<file path="src/hw/mprgc_map.svh">
// Purpose: register offsets, field positions and timing counts
// Assumes: 200 MHz mclk, byte addressed register bus
// Notes:   counts are derived from times by expression
`ifndef MPRGC_MAP_SVH
`define MPRGC_MAP_SVH

// register byte offsets
`define MPRGC_REG_CTRL       4'h0
`define MPRGC_REG_STATUS     4'h4
`define MPRGC_REG_UART_TX    4'h8
`define MPRGC_REG_UART_RX    4'hC

// control fields
`define MPRGC_CTRL_POS_EN    0
`define MPRGC_CTRL_SLEEP     1
`define MPRGC_CTRL_OFF_CMD   2
`define MPRGC_POS_EN_RST     1'b0
`define MPRGC_SLEEP_RST      1'b0
`define MPRGC_SYNC_IDLE      3'h6
`define MPRGC_TX_IDLE        10'h3FF

// status fields
`define MPRGC_ST_POWERED     0
`define MPRGC_ST_POS_ACT     1
`define MPRGC_ST_IN_RESET    2
`define MPRGC_ST_STATE_LSB   4
`define MPRGC_ST_STATE_MSB   8

// uart fields
`define MPRGC_UART_BUSY      8
`define MPRGC_UART_VALID     8
`define MPRGC_UART_OVERRUN   9
`define MPRGC_UART_BITS      4'hA
`define MPRGC_UART_STOP      4'h9

// clock and timing
`define MPRGC_CLK_HZ         200000000
`define MPRGC_CLK_MHZ        200
`define MPRGC_LPO_HZ         32768
`define MPRGC_AID_HZ         26000000
`define MPRGC_SIM_DOWN_NS    1000
`define MPRGC_MEM_DOWN_NS    1000
`define MPRGC_SIM_DOWN_CYC   ((`MPRGC_SIM_DOWN_NS*`MPRGC_CLK_MHZ+999)/1000)
`define MPRGC_MEM_DOWN_CYC   ((`MPRGC_MEM_DOWN_NS*`MPRGC_CLK_MHZ+999)/1000)
`define MPRGC_BAUD           115200
`define MPRGC_BIT_CYC        (`MPRGC_CLK_HZ/`MPRGC_BAUD)

`endif

</file>
<file path="src/hw/mprgc_pkg.sv">
// Purpose: shared types of the power, reset and positioning block
// Assumes: nothing beyond the map header
// Notes:   power states are one-hot
package mprgc_pkg;

	typedef enum logic [4:0]
	{
		PWR_OFF      = 5'h01,
		PWR_ON       = 5'h02,
		PWR_SIM_DOWN = 5'h04,
		PWR_MEM_DOWN = 5'h08,
		PWR_HELD     = 5'h10
	} mprgc_pwr_state_type;

	typedef struct packed
	{
		logic        read;
		logic        write;
		logic [3:0]  address;
		logic [3:0]  byteenable;
		logic [31:0] writedata;
	} mprgc_avreq_type;

	typedef struct packed
	{
		logic [31:0] readdata;
		logic        waitrequest;
	} mprgc_avrsp_type;

	typedef struct packed
	{
		logic [2:0]          syncA;
		logic [2:0]          syncB;
		mprgc_pwr_state_type pwr;
		logic [15:0]         stepCnt;
		logic                offLatch;
		logic                posEnable;
		logic                hostSleep;
		logic                waitreq;
		logic [31:0]         rdata;
		logic [9:0]          txShift;
		logic [3:0]          txBits;
		logic [15:0]         txBaud;
		logic                txLine;
		logic [7:0]          rxShift;
		logic [3:0]          rxBits;
		logic [15:0]         rxBaud;
		logic                rxBusy;
		logic [7:0]          rxData;
		logic                rxValid;
		logic                rxOverrun;
		logic                rtsN;
		logic                cardPowered;
		logic                simEnable;
		logic                memEnable;
		logic                posPower;
		logic                txBlank;
		logic                txNotice;
		logic                frameStrobe;
		logic                usbRoute;
		logic                i2cRoute;
	} mprgc_state_type;

endpackage

</file>
<file path="src/hw/mprgc_clock_gen.sv">
// Purpose: square clock of a given rate from mclk by phase accumulation
// Assumes: 2*OUT_HZ below IN_HZ
// Notes:   average rate exact, edges jitter by one mclk period
`timescale 1ns/10ps
module mprgc_clock_gen
	import mprgc_pkg::*;
#(
	parameter int OUT_HZ = 32768,
	parameter int IN_HZ  = 200000000
)
(
	input  wire logic mclk,
	input  wire logic rst_b,
	input  wire logic enable,
	output logic      clockOut
);

	typedef struct packed
	{
		logic [28:0] acc;
		logic        level;
	} mprgc_cg_state_type;

	localparam logic [28:0] INC = 29'(2 * OUT_HZ);
	localparam logic [28:0] MOD = 29'(IN_HZ);

	mprgc_cg_state_type st;
	mprgc_cg_state_type next_st;

	always_comb
	begin
		next_st = st;
		if (!enable)
		begin
			next_st.acc   = '0;
			next_st.level = 1'b0;
		end
		else if (st.acc + INC >= MOD)
		begin
			next_st.acc   = st.acc + INC - MOD;
			next_st.level = !st.level;
		end
		else
		begin
			next_st.acc = st.acc + INC;
		end
	end

	always_ff @(posedge mclk or negedge rst_b)
	begin
		if (!rst_b)
			st <= '0;
		else
			st <= next_st;
	end

	assign clockOut = st.level;

endmodule // mprgc_clock_gen

</file>
<file path="src/hw/mprgc_top.sv">
// Purpose: card power/reset sequencing and positioning receiver control
// Assumes: host pins sampled on mclk; Avalon-MM register slave
// Notes:   pulled pins are modelled by a driven flag per pin
//
// Functional notes
// - power request high powers card on
// - undriven power request reads low
// - card reset low holds power-on reset
// - undriven card reset reads high
// - software command performs normal power-off
// - reset runs SIM and memory shutdown
// - positioning off low disables, else software
// - undriven positioning off reads high
// - transmit blanking high while transmitting
// - continuous 32 kHz low power clock
// - 26 MHz aiding reference clock
// - one line powers and resets receiver
// - four-wire UART with RTS/CTS
// - transmit activity notified to receiver
// - cell timing strobe to receiver
// - position data over USB normally
// - position data over I2C during sleep
//
// Decided for this implementation: the register offsets and register access over Avalon-MM.
`timescale 1ns/10ps
`include "mprgc_map.svh"
module mprgc_top
	import mprgc_pkg::*;
(
	input  wire logic             mclk,
	input  wire logic             rst_b,
	input  wire mprgc_avreq_type  busReq,
	output mprgc_avrsp_type       busRsp,
	input  wire logic             powerRequest,
	input  wire logic             powerRequestDriven,
	input  wire logic             cardResetN,
	input  wire logic             cardResetDriven,
	input  wire logic             positioningOffN,
	input  wire logic             positioningOffDriven,
	input  wire logic             radioTxOn,
	input  wire logic             cellFrameTick,
	input  wire logic             uartRxLine,
	input  wire logic             uartCtsN,
	output logic                  cardPowered,
	output logic                  simEnable,
	output logic                  memCtrlEnable,
	output logic                  txBlanking,
	output logic                  positioningPowerCtrl,
	output logic                  lowPowerClock,
	output logic                  aidingRefClock,
	output logic                  txActivityNotice,
	output logic                  cellFrameStrobe,
	output logic                  uartTxLine,
	output logic                  uartRtsN,
	output logic                  usbPositionRoute,
	output logic                  i2cPositionRoute
);

	localparam logic [15:0] SIM_CYC  = 16'(`MPRGC_SIM_DOWN_CYC);
	localparam logic [15:0] MEM_CYC  = 16'(`MPRGC_MEM_DOWN_CYC);
	localparam logic [15:0] BIT_CYC  = 16'(`MPRGC_BIT_CYC);
	localparam logic [15:0] HALF_CYC = 16'(`MPRGC_BIT_CYC / 2);

	mprgc_state_type st;
	mprgc_state_type next_st;
	logic [2:0]      pinLevel;
	logic            pwrReqS;
	logic            rstNS;
	logic            posOffNS;
	logic            accept;
	logic            doWrite;
	logic            doRead;
	logic            offCmd;
	logic            nextOn;
	logic [31:0]     readMux;

	////////////////////////////////////////////////////////////////////////
	// pull resolution and synchronisers

	always_comb
	begin
		pinLevel[0] = powerRequestDriven ? powerRequest : 1'b0;
		pinLevel[1] = cardResetDriven ? cardResetN : 1'b1;
		pinLevel[2] = positioningOffDriven ? positioningOffN : 1'b1;
	end

	assign pwrReqS  = st.syncB[0];
	assign rstNS    = st.syncB[1];
	assign posOffNS = st.syncB[2];

	////////////////////////////////////////////////////////////////////////
	// bus decode

	assign accept  = (busReq.read || busReq.write) && st.waitreq;
	assign doWrite = busReq.write && !st.waitreq && busReq.byteenable[0];
	assign doRead  = busReq.read && !st.waitreq;
	assign offCmd  = doWrite && (busReq.address == `MPRGC_REG_CTRL)
		&& busReq.writedata[`MPRGC_CTRL_OFF_CMD];

	always_comb
	begin
		readMux = '0;
		unique case (busReq.address)
			`MPRGC_REG_CTRL:
			begin
				readMux[`MPRGC_CTRL_POS_EN] = st.posEnable;
				readMux[`MPRGC_CTRL_SLEEP]  = st.hostSleep;
			end
			`MPRGC_REG_STATUS:
			begin
				readMux[`MPRGC_ST_POWERED]  = st.cardPowered;
				readMux[`MPRGC_ST_POS_ACT]  = st.posPower;
				readMux[`MPRGC_ST_IN_RESET] = !rstNS;
				readMux[`MPRGC_ST_STATE_MSB:`MPRGC_ST_STATE_LSB] = st.pwr;
			end
			`MPRGC_REG_UART_TX:
				readMux[`MPRGC_UART_BUSY] = (st.txBits != '0)
					|| (st.txBaud != '0);
			`MPRGC_REG_UART_RX:
			begin
				readMux[7:0]                 = st.rxData;
				readMux[`MPRGC_UART_VALID]   = st.rxValid;
				readMux[`MPRGC_UART_OVERRUN] = st.rxOverrun;
			end
			default:
				readMux = '0;
		endcase
	end

	////////////////////////////////////////////////////////////////////////
	// next state

	always_comb
	begin
		next_st = st;

		next_st.syncA = pinLevel;
		next_st.syncB = st.syncA;

		// register slave, answer one cycle after the request
		if (accept)
		begin
			next_st.waitreq = 1'b0;
			next_st.rdata   = readMux;
		end
		else
		begin
			next_st.waitreq = 1'b1;
		end

		if (doWrite && busReq.address == `MPRGC_REG_CTRL)
		begin
			next_st.posEnable = busReq.writedata[`MPRGC_CTRL_POS_EN];
			next_st.hostSleep = busReq.writedata[`MPRGC_CTRL_SLEEP];
		end

		// power sequencing
		if (!pwrReqS)
			next_st.offLatch = 1'b0;
		if (st.stepCnt != '0)
			next_st.stepCnt = st.stepCnt - 16'h0001;

		unique case (st.pwr)
			PWR_OFF:
			begin
				if (!rstNS)
					next_st.pwr = PWR_HELD;
				else if (pwrReqS && !st.offLatch)
					next_st.pwr = PWR_ON;
			end
			PWR_ON:
			begin
				if (!rstNS)
				begin
					next_st.pwr     = PWR_SIM_DOWN;
					next_st.stepCnt = SIM_CYC;
				end
				else if (offCmd)
				begin
					next_st.pwr      = PWR_SIM_DOWN;
					next_st.stepCnt  = SIM_CYC;
					next_st.offLatch = 1'b1;
				end
				else if (!pwrReqS)
				begin
					next_st.pwr     = PWR_SIM_DOWN;
					next_st.stepCnt = SIM_CYC;
				end
			end
			PWR_SIM_DOWN:
			begin
				if (st.stepCnt == 16'h0001)
				begin
					next_st.pwr     = PWR_MEM_DOWN;
					next_st.stepCnt = MEM_CYC;
				end
			end
			PWR_MEM_DOWN:
			begin
				if (st.stepCnt == 16'h0001)
					next_st.pwr = rstNS ? PWR_OFF : PWR_HELD;
			end
			PWR_HELD:
			begin
				if (rstNS)
					next_st.pwr = PWR_OFF;
			end
			default:
				next_st.pwr = PWR_OFF;
		endcase

		nextOn = (next_st.pwr == PWR_ON);
		next_st.cardPowered = nextOn || (next_st.pwr == PWR_SIM_DOWN)
			|| (next_st.pwr == PWR_MEM_DOWN);
		next_st.simEnable = nextOn;
		next_st.memEnable = nextOn || (next_st.pwr == PWR_SIM_DOWN);

		// positioning receiver control
		next_st.posPower = nextOn && posOffNS && next_st.posEnable;
		next_st.txBlank  = nextOn && radioTxOn;
		next_st.txNotice = next_st.posPower && radioTxOn;
		next_st.frameStrobe = next_st.posPower && cellFrameTick;
		next_st.usbRoute = next_st.posPower && !next_st.hostSleep;
		next_st.i2cRoute = next_st.posPower && next_st.hostSleep;

		// uart transmit, start bit held back while CTS is deasserted
		if (doWrite && busReq.address == `MPRGC_REG_UART_TX
			&& st.txBits == '0 && st.txBaud == '0 && st.posPower)
		begin
			next_st.txShift = {1'b1, busReq.writedata[7:0], 1'b0};
			next_st.txBits  = `MPRGC_UART_BITS;
		end
		else if (st.txBaud != '0)
		begin
			next_st.txBaud = st.txBaud - 16'h0001;
		end
		else if (st.txBits != '0)
		begin
			if (st.txBits != `MPRGC_UART_BITS || !uartCtsN)
			begin
				next_st.txLine  = st.txShift[0];
				next_st.txShift = {1'b1, st.txShift[9:1]};
				next_st.txBits  = st.txBits - 4'h1;
				next_st.txBaud  = BIT_CYC - 16'h0001;
			end
		end
		if (!st.posPower && st.txBits == '0)
			next_st.txLine = 1'b1;

		// uart receive, sampled mid-bit
		if (doRead && busReq.address == `MPRGC_REG_UART_RX)
		begin
			next_st.rxValid   = 1'b0;
			next_st.rxOverrun = 1'b0;
		end
		if (!st.rxBusy)
		begin
			if (!uartRxLine && st.posPower)
			begin
				next_st.rxBusy = 1'b1;
				next_st.rxBits = '0;
				next_st.rxBaud = HALF_CYC;
			end
		end
		else if (st.rxBaud != '0)
		begin
			next_st.rxBaud = st.rxBaud - 16'h0001;
		end
		else if (st.rxBits == '0)
		begin
			next_st.rxBusy = !uartRxLine;
			next_st.rxBits = 4'h1;
			next_st.rxBaud = BIT_CYC - 16'h0001;
		end
		else if (st.rxBits != `MPRGC_UART_STOP)
		begin
			next_st.rxShift = {uartRxLine, st.rxShift[7:1]};
			next_st.rxBits  = st.rxBits + 4'h1;
			next_st.rxBaud  = BIT_CYC - 16'h0001;
		end
		else
		begin
			next_st.rxBusy = 1'b0;
			if (st.rxValid)
			begin
				next_st.rxOverrun = 1'b1;
				next_st.rxValid   = 1'b1;
			end
			else
			begin
				next_st.rxData  = st.rxShift;
				next_st.rxValid = 1'b1;
			end
		end
		next_st.rtsN = next_st.rxValid;
	end

	////////////////////////////////////////////////////////////////////////
	// state register

	always_ff @(posedge mclk or negedge rst_b)
	begin
		if (!rst_b)
		begin
			st           <= '0;
			st.syncA     <= `MPRGC_SYNC_IDLE;
			st.syncB     <= `MPRGC_SYNC_IDLE;
			st.pwr       <= PWR_OFF;
			st.waitreq   <= 1'b1;
			st.txLine    <= 1'b1;
			st.txShift   <= `MPRGC_TX_IDLE;
			st.posEnable <= `MPRGC_POS_EN_RST;
			st.hostSleep <= `MPRGC_SLEEP_RST;
		end
		else
		begin
			st <= next_st;
		end
	end

	////////////////////////////////////////////////////////////////////////
	// clocks to the positioning receiver

	mprgc_clock_gen
	#(
		.OUT_HZ (`MPRGC_LPO_HZ),
		.IN_HZ  (`MPRGC_CLK_HZ)
	)
	lowPowerGen
	(
		.mclk     (mclk),
		.rst_b    (rst_b),
		.enable   (1'b1),
		.clockOut (lowPowerClock)
	);

	mprgc_clock_gen
	#(
		.OUT_HZ (`MPRGC_AID_HZ),
		.IN_HZ  (`MPRGC_CLK_HZ)
	)
	aidingGen
	(
		.mclk     (mclk),
		.rst_b    (rst_b),
		.enable   (st.posPower),
		.clockOut (aidingRefClock)
	);

	////////////////////////////////////////////////////////////////////////
	// outputs

	assign busRsp.readdata    = st.rdata;
	assign busRsp.waitrequest = st.waitreq;
	assign cardPowered          = st.cardPowered;
	assign simEnable            = st.simEnable;
	assign memCtrlEnable        = st.memEnable;
	assign txBlanking           = st.txBlank;
	assign positioningPowerCtrl = st.posPower;
	assign txActivityNotice     = st.txNotice;
	assign cellFrameStrobe      = st.frameStrobe;
	assign uartTxLine           = st.txLine;
	assign uartRtsN             = st.rtsN;
	assign usbPositionRoute     = st.usbRoute;
	assign i2cPositionRoute     = st.i2cRoute;

endmodule // mprgc_top

</file>
<file path="config.mk">
export PLATFORM = sky130hd
export DESIGN_NAME = mprgc_top
export DESIGN_NICKNAME = d
export VERILOG_FILES = /design/src/hw/mprgc_pkg.sv /design/src/hw/mprgc_clock_gen.sv /design/src/hw/mprgc_top.sv
export VERILOG_INCLUDE_DIRS = /design/src /design/src/hw
export SDC_FILE = /design/constraint.sdc
export NUM_CORES = 1
export LEC_CHECK = 0
export ABC_AREA = 1
export BUFFER_PORTS_ARGS = -buffer_cell sky130_fd_sc_hd__buf_4
export CAP_MARGIN = 20
export CORE_MARGIN = 4
export CORE_UTILIZATION = 60
export CTS_CLUSTER_DIAMETER = 30
export DETAILED_ROUTE_END_ITERATION = 10
export HOLD_SLACK_MARGIN = 0.06
export PLACE_DENSITY_LB_ADDON = 0.25
export SLEW_MARGIN = 20
export SYNTH_ARGS = -nofsm -noshare
export SYNTH_HDL_FRONTEND = slang
export SYNTH_SLANG_ARGS = --single-unit
</file>
<file path="constraint.sdc">
create_clock -name mclk -period 2.55 [get_ports mclk]
set_input_delay 0.1275 -clock mclk [delete_from_list [all_inputs] [get_ports mclk]]
set_output_delay 0.1275 -clock mclk [all_outputs]
set_load 0.005 [all_outputs]
</file>
* After elaboration in Yosys (flattened, before gate mapping)
Index checks and enable logic that the tools add are counted.
** Cells by class
- Reduce and logical (&&, ||, !) cells :: 57
- Muxes and demuxes :: 52
- Bitwise operators :: 5
- Add/subtract/negate cells :: 9
- Equality and inequality tests :: 21
- Order comparisons :: 2
** Operators by type and width (number)
- 2-to-1 mux 21 bit :: 7
- 2-to-1 mux 31 bit :: 2
- greater-or-equal comparator 29 x 28 -> 1 bit, second input constant :: 2
- 2-to-1 mux 29 bit :: 2
- subtractor 29 x 28 -> 29 bit, second input constant :: 2
- 2-to-1 mux 16 bit :: 3
- nonzero test 16 bit :: 3
- subtractor 16 x 1 -> 16 bit, second input constant :: 3
- case mux 16 bit (2 select lines) :: 1
- 2-to-1 mux 30 bit :: 1
- adder 29 x 17 -> 29 bit, second input constant :: 1
- adder 29 x 26 -> 29 bit, second input constant :: 1
- 2-to-1 mux 14 bit :: 2
- 2-to-1 mux 28 bit :: 1
- 2-to-1 mux 5 bit :: 5
- case mux 5 bit (5 select lines) :: 1
- 2-to-1 mux 11 bit :: 2
- logical AND 1 bit :: 21
- equality test 16 x 1 -> 1 bit, second input constant :: 1
- zero test 16 bit :: 1
- 2-to-1 mux 1 bit :: 15
- nonzero test 2 bit :: 7
- zero test 4 bit :: 3
- equality test 5 x 2 -> 1 bit, second input constant :: 2
- 29 further kinds :: 57
** Storage, ports and cells
- Word-level logic and storage cells :: 179
- Output and inout bits :: 46
- Bits of input ports :: 54
- Bits in registers :: 180

* Longest topological paths before layout
Gate-level depths: netlist (run 1).
- Depth after elaboration :: 12
- Mapped depth :: 19
- Mapped depth without buffers :: 18

* Cells and area by module
A second synthesis (run 1) with hierarchy kept.
** Second synthesis, totals
- Cells, all modules :: 1537
- Area total of the unflattened synthesis :: 10886.7 um^2
** By module, submodules not included
- mprgc_top :: instances 1, area an instance 6718.9 um^2, sequential area each 2997.9 um^2, cells an instance 871
- mprgc_clock_gen at aidingGen :: instances 1, area an instance 2364.8 um^2, sequential area each 550.5 um^2, cells an instance 401
- mprgc_clock_gen at lowPowerGen :: instances 1, area an instance 1803.0 um^2, sequential area each 525.5 um^2, cells an instance 265

* Worst setup path after synthesis (run 1)
No wires, ideal clock.
- Kind :: reg2reg
- Start point :: register aidingGen.st[9] in the netlist's numbering
- End point :: register aidingGen.st[25] in the netlist's numbering
- Data arrival time :: 2.044 ns
- Required time :: 2.418 ns
- Clock period less this slack :: 2.176 ns
- Library setup time :: 0.132 ns
- Buffers on the path :: 1
- Slack :: 0.374 ns
- Stages on the path, launching flop included :: 17
- Cells stage by stage :: dfrtp_1 ha_1 o21ai_2 nand2_2 nand2_1 nand2_1 nor2_2 nand2_2 nor2_4 nand3_1 nand2_2 nand3_4 nand3_4 buf_6 nand2_1 nand2_1 nor2_1
** RTL lines
- from (decl) :: RTL line mprgc_clock_gen.sv:27 : mprgc_cg_state_type st;
- from (signal assigned) :: RTL line mprgc_clock_gen.sv:54 : st <= next_st;

==> flow_metrics.tcl, run 1 <==
set metrics [dict create \
    outcome "completed" \
    place_ws_ns 0.0662 \
    drc 0 \
    path_cells "ha_2, nand4_1, buf_4, nor4_4, buf_4, xor2_4, nor2_1, o211ai_1, nand3_1, buf_12, nand2_1, nand2_1" \
    tritoncts "built" \
    grt_usage 0.243 \
    grt_max_degree 66 \
    fp.coreArea_mm2 0.0159 \
    dr.pass1.iters 5 \
    wl_per_cell_um 13.5 \
    synthSimpleGateAreaFrac 0.323 \
    synth_cells 1308 \
    h-tree-depth 4 \
    clk_pin_slew_ns 0.07 \
    fmax_ghz 0.410 \
    via_per_inst 5.26 \
    worst_slack_ns 0.113 \
    max_stage_delay_ns 0.39 \
    synth_cell_types 55 \
    crit_fanout 20 \
    irDropWorstVdd_v 0.000613 \
    drt_iter0_markers 615 \
    die-area_mm2 0.0184 \
    io_pins 100 \
    grt_first_pass_wirelength_mm 36.7 \
    yosysSeqAreaShare 0.416 \
    final_max_slew_viol_count 0 \
    grt_overflow_total 0 \
    gp_congestion 0.900 \
    seq_area_mm2 0.00407 \
    setup_viol 0 \
    ys_seq_elements 162 \
    io_buffers 50 \
    avgSynthCellArea_um2 7.48 \
    min_period_over_period 0.956 \
    initial_core_util 0.614 \
    hold_start "busReq[40]" \
    multi_input_area_mm2 0.00486 \
    antenna_cells 0 \
    die_y_um 136 \
    synth_edf_count 0 \
    worst_path_max_delay_cell "dfrtp_1" \
    dp_hpwl_mm 15.0 \
    slew_headroom 0.507 \
    critPathKind "flip-flop to flip-flop" \
    rr_startpoint "lowPowerGen.st[18]" \
    placedInstanceArea_mm2 0.0104 \
    synth-adder-area-share 0.0230 \
    yosys.area_share.xor_xnor 0.0527 \
    p_per_area_mw_per_mm2 595 \
    startpoint_type "flip-flop" \
    drv_cap 0 \
    async_flop_share 1.00 \
    clockBufferDepth 2 \
    vias 8562 \
    dieWidth_um 136 \
    hold_class "input port to flip-flop" \
    fillerInstances 1265 \
    nets 1472 \
    synthFlopType "dfrtp_1" \
    antenna_found_initial 0 \
    hold_viol 0 \
    cts_sinks 162 \
    synth_area_mm2 0.00979 \
    power.leakage_nw 5.90 \
    final_layout_size_suffix_gt1_frac 0.160 \
    cp.required_ns 2.87 \
    crit_family "simple AND/OR/NAND/NOR gates" \
    yosys-mux-area-fraction 0.00435 \
    cp_num_buf_inv 3 \
    synth_compound_area_frac 0.0708 \
    crit_arrival_ns 2.76 \
    clock_skew_ns 0.0109 \
    drtAntennaViolNets 0 \
    synth_top_family_by_area "simple AND/OR/NAND/NOR gates" \
    fin_crit_ns 2.44 \
    synthToLayoutAreaGrowth_pct 17.4 \
    clock_latency_ns 0.43 \
    worst_slew_pin_slew_ns 0.740 \
    cts_root_buf "clkbuf_16" \
    startpoint "lowPowerGen.st[18]" \
    end_kind "flip-flop" \
    grt_pass1_vias 8189 \
    design_area_mm2 0.0115 \
    numCtsBuffers 17 \
    fp-row-count 46 \
    drt-total-wl_mm 21.9 \
    ys_warn_count 0 \
]
[worst paths after layout]
path / endpoint / slack (ns) / cells after the start
min: busRsp[0] / 0.07 / 2
min in group asynchronous: aidingGen.st[24] / 0.25 / 2
min reg2reg: pwrReqS / 0.35 / 0
max reg2reg: lowPowerGen.st[19] / 0.11 / 12
max: lowPowerGen.st[19] / 0.11 / 12
max in group asynchronous: next_st[138] / 1.53 / 3
[cells in the mapped netlist (17+ instances only)]
cell type | instances | area, um2
a21oi_1 | 19 | 95.1
dfrtp_1 | 146 | 3650
nand4_1 | 48 | 300
xor2_1 | 49 | 429
nand2_2 | 17 | 106
nand2_1 | 331 | 1240
nor3_1 | 32 | 160
buf_4 | 38 | 285
inv_1 | 173 | 649
o21ai_0 | 68 | 340
ha_1 | 18 | 225
nor2_1 | 148 | 556
nand3_1 | 81 | 405
[through the flow]
stage | TNS [ns] | utilization | hold WS (ns) | instances | power, mW
2_1_floorplan | 0 | - | -0.168 | 1329 | 3.82
3_3_place_gp | 0 | 0.655 | 0.161 | 1570 | 4.08
3_5_place_dp | 0 | 0.655 | 0.162 | 1570 | 4.13
4_1_cts | 0 | 0.706 | 0.179 | 1621 | 6.87
5_1_grt | -0.0868 | 0.721 | 0.0989 | 1629 | 7.20
6_report | 0 | 0.721 | 0.0704 | 1629 | 6.84
[flip-flops by register name (all words and copies together) (netlist names), 3 cells and up]
register	count
st	91
aidingGen.st	21
lowPowerGen.st	20
next_st	3
busRsp	11
[cell families after synthesis]
| group | Yosys count |
|---|---|
| compound gates | 119 |
| xor+xnor | 58 |
| fa+ha+maj | 18 |
| buf+inv | 242 |
| flops | 162 |
| mux | 4 |
| other cells | 1 |
| simple gates | 704 |
[layout make-up]
type,count,area share
clock buffers,18,0.0382
repair buffers,109,0.0831
flip-flops and latches,162,0.355
inverters,185,0.0606
multi-input cells,925,0.423
clock inverters,14,0.0169
well taps,216,0.0235
[routing by layer]
| metal | vias to the layer above | part of all wire | global-route usage |
|---|---|---|---|
| met5 | - | 0 | 0 |
| met1 | 4003 | 0.44 | 0.317 |
| li1 | 4331 | - | - |
| met3 | 44 | 0.034 | 0.0357 |
| met2 | 184 | 0.50 | 0.413 |
| met4 | 0 | 0.023 | 0.0924 |
[layout by cell type, fill, tap and decap left out, types with 22 or more instances in the layout]
master / instances
dfrtp_1: 146
inv_1: 172
nand3_1: 81
nor2_1: 142
xor2_1: 47
buf_4: 80
nor3_1: 29
nand4_1: 48
nand2_1: 317
o21ai_0: 67
nand2_2: 29
conb_1: 22
[worst register-to-register path, cell delays in order (launching register included)]
cell and delay (ns):
dfrtp_1 0.39, ha_2 0.21, nand4_1 0.14, buf_4 0.18, nor4_4 0.34, buf_4 0.20
xor2_4 0.20, nor2_1 0.07, o211ai_1 0.12, nand3_1 0.17, buf_12 0.19, nand2_1 0.07
nand2_1 0.05
[power by group]
group          switching, mW  internal (mW)
sequential             0.228           2.84
combinational          0.631          0.431
clock                   1.10           1.60
[what timing repair did]
action / 4_1_cts / 5_1_grt
endpoints found under the setup margin: 0 / 56
resized for setup: 0 / 43
hold endpoints to repair: 76 / 0
setup buffers: 0 / 8
hold buffers: 19 / 0
No activity file was read; power rests on OpenSTA's default activity.
==> inputs of run 2 (changes only) <==
CELL_PAD_IN_SITES_DETAIL_PLACEMENT = 0   (was not set)
CELL_PAD_IN_SITES_GLOBAL_PLACEMENT = 2   (was not set)
CORE_UTILIZATION = 35   (was 60)
==> run 2 against run 1 <==
Via count decreased by 3.3%. Critical path depth increased by 2. Final area increased by 1.4%. Sequential share of layout area decreased by 0.48 points. Largest power group unchanged.
==> flow_metrics.tcl, run 2 (synthesized netlist as in run 1, its figures left out) <==
set metrics [dict create \
    dieWidth_um 175 \
    h-tree-depth 4 \
    die-area_mm2 0.0307 \
    holdPathEnd "uartRtsN" \
    cp.required_ns 2.90 \
    initial_core_util 0.359 \
    io_pins 100 \
    final_cells 1794 \
    placedInstanceArea_mm2 0.0107 \
    drt-total-wl_mm 23.5 \
    power.leakage_nw 5.93 \
    rr_startpoint "aidingGen.st[10]" \
    fmax_ghz 0.417 \
    drt_iter0_markers 362 \
    p_total_mw 6.72 \
    crit_fanout 13 \
    synthToLayoutAreaGrowth_pct 19.0 \
    crit_arrival_ns 2.75 \
    holdPathStages 4 \
    io_buffers 50 \
    worst_slew_pin_slew_ns 0.891 \
    irDropWorstVdd_v 0.000388 \
    dp_hpwl_mm 17.7 \
    nets 1481 \
    vias 8281 \
    regToRegSetupSlack_ns 0.15 \
    min_period_over_period 0.941 \
    grt_overflow_total 0 \
    r2r_cells 14 \
    power.switching_mw 2.12 \
    clock_latency_ns 0.44 \
    combinationalPowerShare 0.158 \
    clock_skew_ns 0.0153 \
    whs_ns 0.0706 \
    p_per_area_mw_per_mm2 577 \
    grt_max_degree 73 \
    setup-tns-final_ns 0 \
    antenna_found_initial 0 \
    critPathKind "flip-flop to flip-flop" \
    drv_cap 0 \
    fp.coreArea_mm2 0.0273 \
    grt_usage 0.156 \
    numCtsBuffers 17 \
    via_per_inst 4.62 \
    tritoncts "built" \
    startpoint_type "flip-flop" \
    fin_crit_ns 2.40 \
    internal-power_mw 4.61 \
    design_area_mm2 0.0116 \
    grt_first_pass_wirelength_mm 39.9 \
    clk_pin_slew_ns 0.07 \
    die_y_um 175 \
    final_cell_mix "323 x nand2_1, 173 x inv_1, 146 x dfrtp_1" \
    final_layout_size_suffix_gt1_frac 0.162 \
    top_regs "st: 91 flops, aidingGen.st: 21 flops, lowPowerGen.st: 20 flops" \
    drc 0 \
    hold_start "busReq[41]" \
    swShare 0.315 \
    cts_root_buf "clkbuf_16" \
    hold_class "input port to flip-flop" \
    hold_viol 0 \
    clockPowerShare 0.388 \
    slew_headroom 0.402 \
    grt_pass1_vias 8244 \
    end_kind "flip-flop" \
    gp_congestion 0.818 \
    clockBufferDepth 2 \
    setup_viol 0 \
    largest_register "st" \
    pwr-share-seq 0.454 \
    final_max_slew_viol_count 0 \
    outcome "completed" \
    largest_reg_flops 91 \
    fp-row-count 60 \
    dr.pass1.iters 4 \
    wl_per_cell_um 13.1 \
    drtAntennaViolNets 0 \
    antenna_cells 0 \
    cts_sinks 162 \
    worst_r2r_endpoint "aidingGen.st[15]" \
    dpl.cell_count 1742 \
    final_common_cell "nand2_1" \
]
[run 2: metal layers]
layer / GRT usage / up-vias / part of all wire
met5: 0 / - / 0
met4: 0.0327 / 0 / 0.0080
met3: 0.0279 / 10 / 0.021
met2: 0.276 / 73 / 0.50
met1: 0.199 / 3863 / 0.47
li1: - / 4335 / -
[run 2: timing repair]
item / 4_1_cts / 5_1_grt
endpoints found under the hold margin: 77 / 0
cloned: 0 / 2
hold buffers: 18 / 0
buffers inserted: 0 / 0
setup endpoints to repair: 21 / 45
pin swaps: 0 / 5
resized for setup: 1 / 29
[run 2: area by class of cell]
| cell class | instances | area [um2] |
|---|---|---|
| fillers | 2820 | 15600 |
| inverters | 185 | 697 |
| clock inverters | 15 | 188 |
| repair buffers | 116 | 948 |
| clock buffers | 17 | 425 |
| multi-input cells | 927 | 4850 |
| well taps | 372 | 465 |
| flip-flops and latches | 162 | 4070 |
[run 2: stage by stage]
| step | utilization | worst slack [ns] |
|---|---|---|
| global route | 0.427 | -0.0127 |
| floorplan | - | 0.374 |
| finish | 0.427 | 0.151 |
| CTS | 0.423 | 0.00668 |
| detailed placement | 0.393 | -0.0811 |
| global placement | 0.393 | -0.113 |
[run 2: power groups by stage]
stage          sequential (mW)  clock (mW)  combinational (mW)
2_1_floorplan             3.05           0               0.770
3_3_place_gp              3.10           0                1.05
3_5_place_dp              3.10           0                1.06
4_1_cts                   3.05        2.69                1.08
5_1_grt                   3.09        2.81                1.25
6_report                  3.05        2.61                1.06
[run 2: worst max-delay path, stage by stage (launching register included)]
cell     delay (ns)
dfrtp_1        0.40
ha_2           0.21
o21ai_4        0.19
nand2_2        0.10
buf_4          0.15
nand2_1        0.09
nand3_1        0.16
nor3_4         0.19
nand2_1        0.11
nor2_2         0.13
nand3_4        0.14
buf_4          0.22
nand4_1        0.09
nand2_1        0.06
nor2_1         0.10
[run 2: how the worst max path moves through the flow]
stage,from,end,depth (start not counted)
finish,aidingGen.st[10],aidingGen.st[15],14
global route,aidingGen.st[10],aidingGen.st[15],16
CTS,aidingGen.st[10],aidingGen.st[24],14
detailed placement,aidingGen.st[10],aidingGen.st[12],14
global placement,aidingGen.st[10],aidingGen.st[24],14
floorplan,aidingGen.st[9],aidingGen.st[25],16
==> inputs of run 3 (changes only) <==
ABC_AREA = not set   (was 1)
CORE_UTILIZATION = 37   (was 35)
==> run 3 against run 2 <==
The run now ends with setup timing left. Synthesized area shrank 7.7%. Sequential power shrank 14%. Sequential share of layout area shrank 1.3 points. Highest routed layer unchanged.
==> flow_metrics.tcl, run 3 <==
set metrics [dict create \
    grt_pass1_vias 7349 \
    fp-row-count 56 \
    drc 0 \
    synth_cells 967 \
    drt_iter0_markers 393 \
    irDropWorstVdd_v 0.000387 \
    top_regs "st: 91 flops, aidingGen.st: 21 flops, lowPowerGen.st: 20 flops" \
    power.leakage_nw 5.61 \
    dr.pass1.iters 5 \
    drtAntennaViolNets 0 \
    cp_common_cell "o31a_1" \
    cts_sinks 162 \
    clockBufferDepth 2 \
    max_stage_delay_ns 0.41 \
    startpoint_type "flip-flop" \
    internal-power_mw 4.12 \
    drt-total-wl_mm 22.0 \
    io_buffers 50 \
    worst_slack_ns -0.377 \
    cts_root_buf "clkbuf_16" \
    grt_overflow_total 0 \
    synthFlopType "dfrtp_1" \
    yosys.area_share.xor_xnor 0.0756 \
    fillerInstances 2169 \
    dp_hpwl_mm 15.6 \
    slew_headroom 0.616 \
    drv_cap 0 \
    min_period_over_period 1.15 \
    gp_congestion 0.789 \
    die_y_um 164 \
    yosys-mux-area-fraction 0.0323 \
    synth_cell_types 81 \
    largest_reg_flops 91 \
    end_kind "flip-flop" \
    tritoncts "built" \
    h-tree-depth 4 \
    p_total_mw 5.38 \
    rsz0062_at_grt "yes" \
    nets 1258 \
    crit_family "compound AO/OA/AOI/OAI gates" \
    grt_max_degree 59 \
    grt_usage 0.168 \
    power.switching_mw 1.27 \
    clk_pin_slew_ns 0.07 \
    synthToLayoutAreaGrowth_pct 34.0 \
    hold_viol 0 \
    final_common_cell "buf_4" \
    io_pins 100 \
    clockPowerShare 0.480 \
    ys_seq_elements 162 \
    whs_ns 0.0881 \
    synth_compound_area_frac 0.142 \
    final_layout_size_suffix_gt1_frac 0.313 \
    yosysMostFrequentCell "dfrtp_1" \
    hold_class "input port to flip-flop" \
    crit_arrival_ns 3.23 \
    synthSimpleGateAreaFrac 0.217 \
    p_per_area_mw_per_mm2 445 \
    crit_fanout 6 \
    violations "setup timing" \
    largest_register "st" \
    fp.coreArea_mm2 0.0238 \
    path_cells "ha_4, o21a_4, o31a_1, o21ai_1, and4b_1, o32ai_2, o31a_1, buf_6, buf_4, nor4b_4, a21oi_2, a311o_1" \
    ys_warn_count 0 \
    cp_num_buf_inv 2 \
    pwr-share-seq 0.485 \
    yosys.area.top_type "dfrtp_1" \
    die-area_mm2 0.0270 \
    antenna_found_initial 0 \
    swShare 0.235 \
    synth_top_family_by_area "simple AND/OR/NAND/NOR gates" \
    synth_top_area_frac 0.405 \
    antenna_cells 0 \
    vias 7477 \
    via_per_inst 4.93 \
    fmax_ghz 0.342 \
    cp.required_ns 2.86 \
    yosysSeqAreaShare 0.451 \
    synth_edf_count 0 \
    combinationalPowerShare 0.035 \
    fin_crit_ns 2.93 \
    synth-adder-area-share 0.0249 \
    final_cell_mix "215 x buf_4, 145 x dfrtp_1, 101 x nand2_1" \
    final_max_slew_viol_count 0 \
    wl_per_cell_um 14.5 \
    initial_core_util 0.380 \
    setup_viol 21 \
    clock_skew_ns 0.0115 \
    clock_latency_ns 0.43 \
    critPathKind "flip-flop to flip-flop" \
    dieWidth_um 164 \
    worst_slew_pin_slew_ns 0.577 \
    async_flop_share 1.00 \
    avgSynthCellArea_um2 9.34 \
    synth_area_mm2 0.00903 \
    numCtsBuffers 17 \
    ys_top_cells_by_count "146 x dfrtp_1, 106 x nand2_1, 88 x nor2_1" \
    worst_path_max_delay_cell "dfrtp_1" \
    ys_top_cells_by_area "dfrtp_1 40%, xnor2_1 5.1%, dfstp_2 4.7%, nand2_1 4.4%, nor2_1 3.7%" \
    grt_first_pass_wirelength_mm 36.8 \
    outcome "finished with violations" \
]
==> run 3: changes by cell type in the layout (fill, tap and decap cells not counted), sizes merged, moves of 41 or more <==
cell,before,now
buf,98,229
nand4,48,7
nor2,160,89
xnor2,8,53
nand2,348,106
nand3,86,32
inv,190,36
==> run 3: final timing paths <==
| check | startpoint | endpoint | slack (ns) | cells past startpoint |
|---|---|---|---|---|
| max | aidingGen.st[9] | aidingGen.st[23] | -0.38 | 12 |
| min | busReq[41] | busRsp[0] | 0.09 | 3 |
| max reg2reg | aidingGen.st[9] | aidingGen.st[23] | -0.38 | 12 |
| min reg2reg | next_st[137] | pwrReqS | 0.36 | 0 |
| max in group asynchronous | rst_b | st[132] | 1.42 | 3 |
| min in group asynchronous | rst_b | st[33] | 0.22 | 2 |
==> run 3: power groups by stage <==
stage	registers, mW	clock network, mW	logic [mW]
floorplan	2.65	0	0.0749
global placement	2.66	0	0.168
detailed placement	2.66	0	0.169
CTS	2.61	2.65	0.191
global route	2.61	2.76	0.213
finish	2.61	2.58	0.186
==> run 3: through the flow <==
stage	area, um2	setup TNS (ns)	setup slack [ns]	util	instances
floorplan	9180	-2.20	-0.317	-	988
global placement	10700	-7.03	-0.419	0.450	1437
detailed placement	10700	-8.05	-0.490	0.450	1437
CTS	11800	-4.68	-0.395	0.496	1502
global route	12100	-7.36	-0.483	0.510	1518
finish	12100	-5.22	-0.377	0.510	1518
==> run 3: final cells by class <==
| class | instances | area, um2 | share of cell area |
|---|---|---|---|
| multi-input combinational | 724 | 4910 | 0.406 |
| sequential | 162 | 4080 | 0.337 |
| timing repair buffer | 248 | 2010 | 0.166 |
| clock buffer | 21 | 470 | 0.0389 |
| tap | 319 | 399 | 0.0330 |
| inverter | 33 | 124 | 0.0102 |
| clock inverter | 11 | 119 | 0.00982 |
==> run 3: cells by family after synthesis <==
family | after synthesis
AO/OA/AOI/OAI | 189
XOR/XNOR | 78
adder cells (fa/ha/maj) | 18
buffers and inverters | 102
flip-flops | 162
multiplexers | 27
other | 1
AND/OR/NAND/NOR | 390
==> run 3: worst reg2reg max path: stages, from the launching register on <==
cell	delay, ns
dfrtp_1	0.41
ha_4	0.20
o21a_4	0.22
o31a_1	0.35
o21ai_1	0.15
and4b_1	0.25
o32ai_2	0.10
o31a_1	0.32
buf_6	0.14
buf_4	0.13
nor4b_4	0.24
a21oi_2	0.05
a311o_1	0.26
==> run 3: repair_timing <==
item                                    in CTS  in global routing
hold buffers                                18                  0
resized for setup                           50                 48
endpoints found under the setup margin      41                 70
gates cloned                                 0                  1
setup buffers                               16                 16
hold endpoints to repair                    75                  0
pin swaps                                   30                 23
==> run 3: layer usage <==
metal / GRT usage / vias up / wire [um]
li1: - / 3794 / -
met1: 0.243 / 3545 / 11000
met2: 0.261 / 116 / 9870
met3: 0.0279 / 22 / 795
met4: 0.0492 / 0 / 281
met5: 0 / - / 0
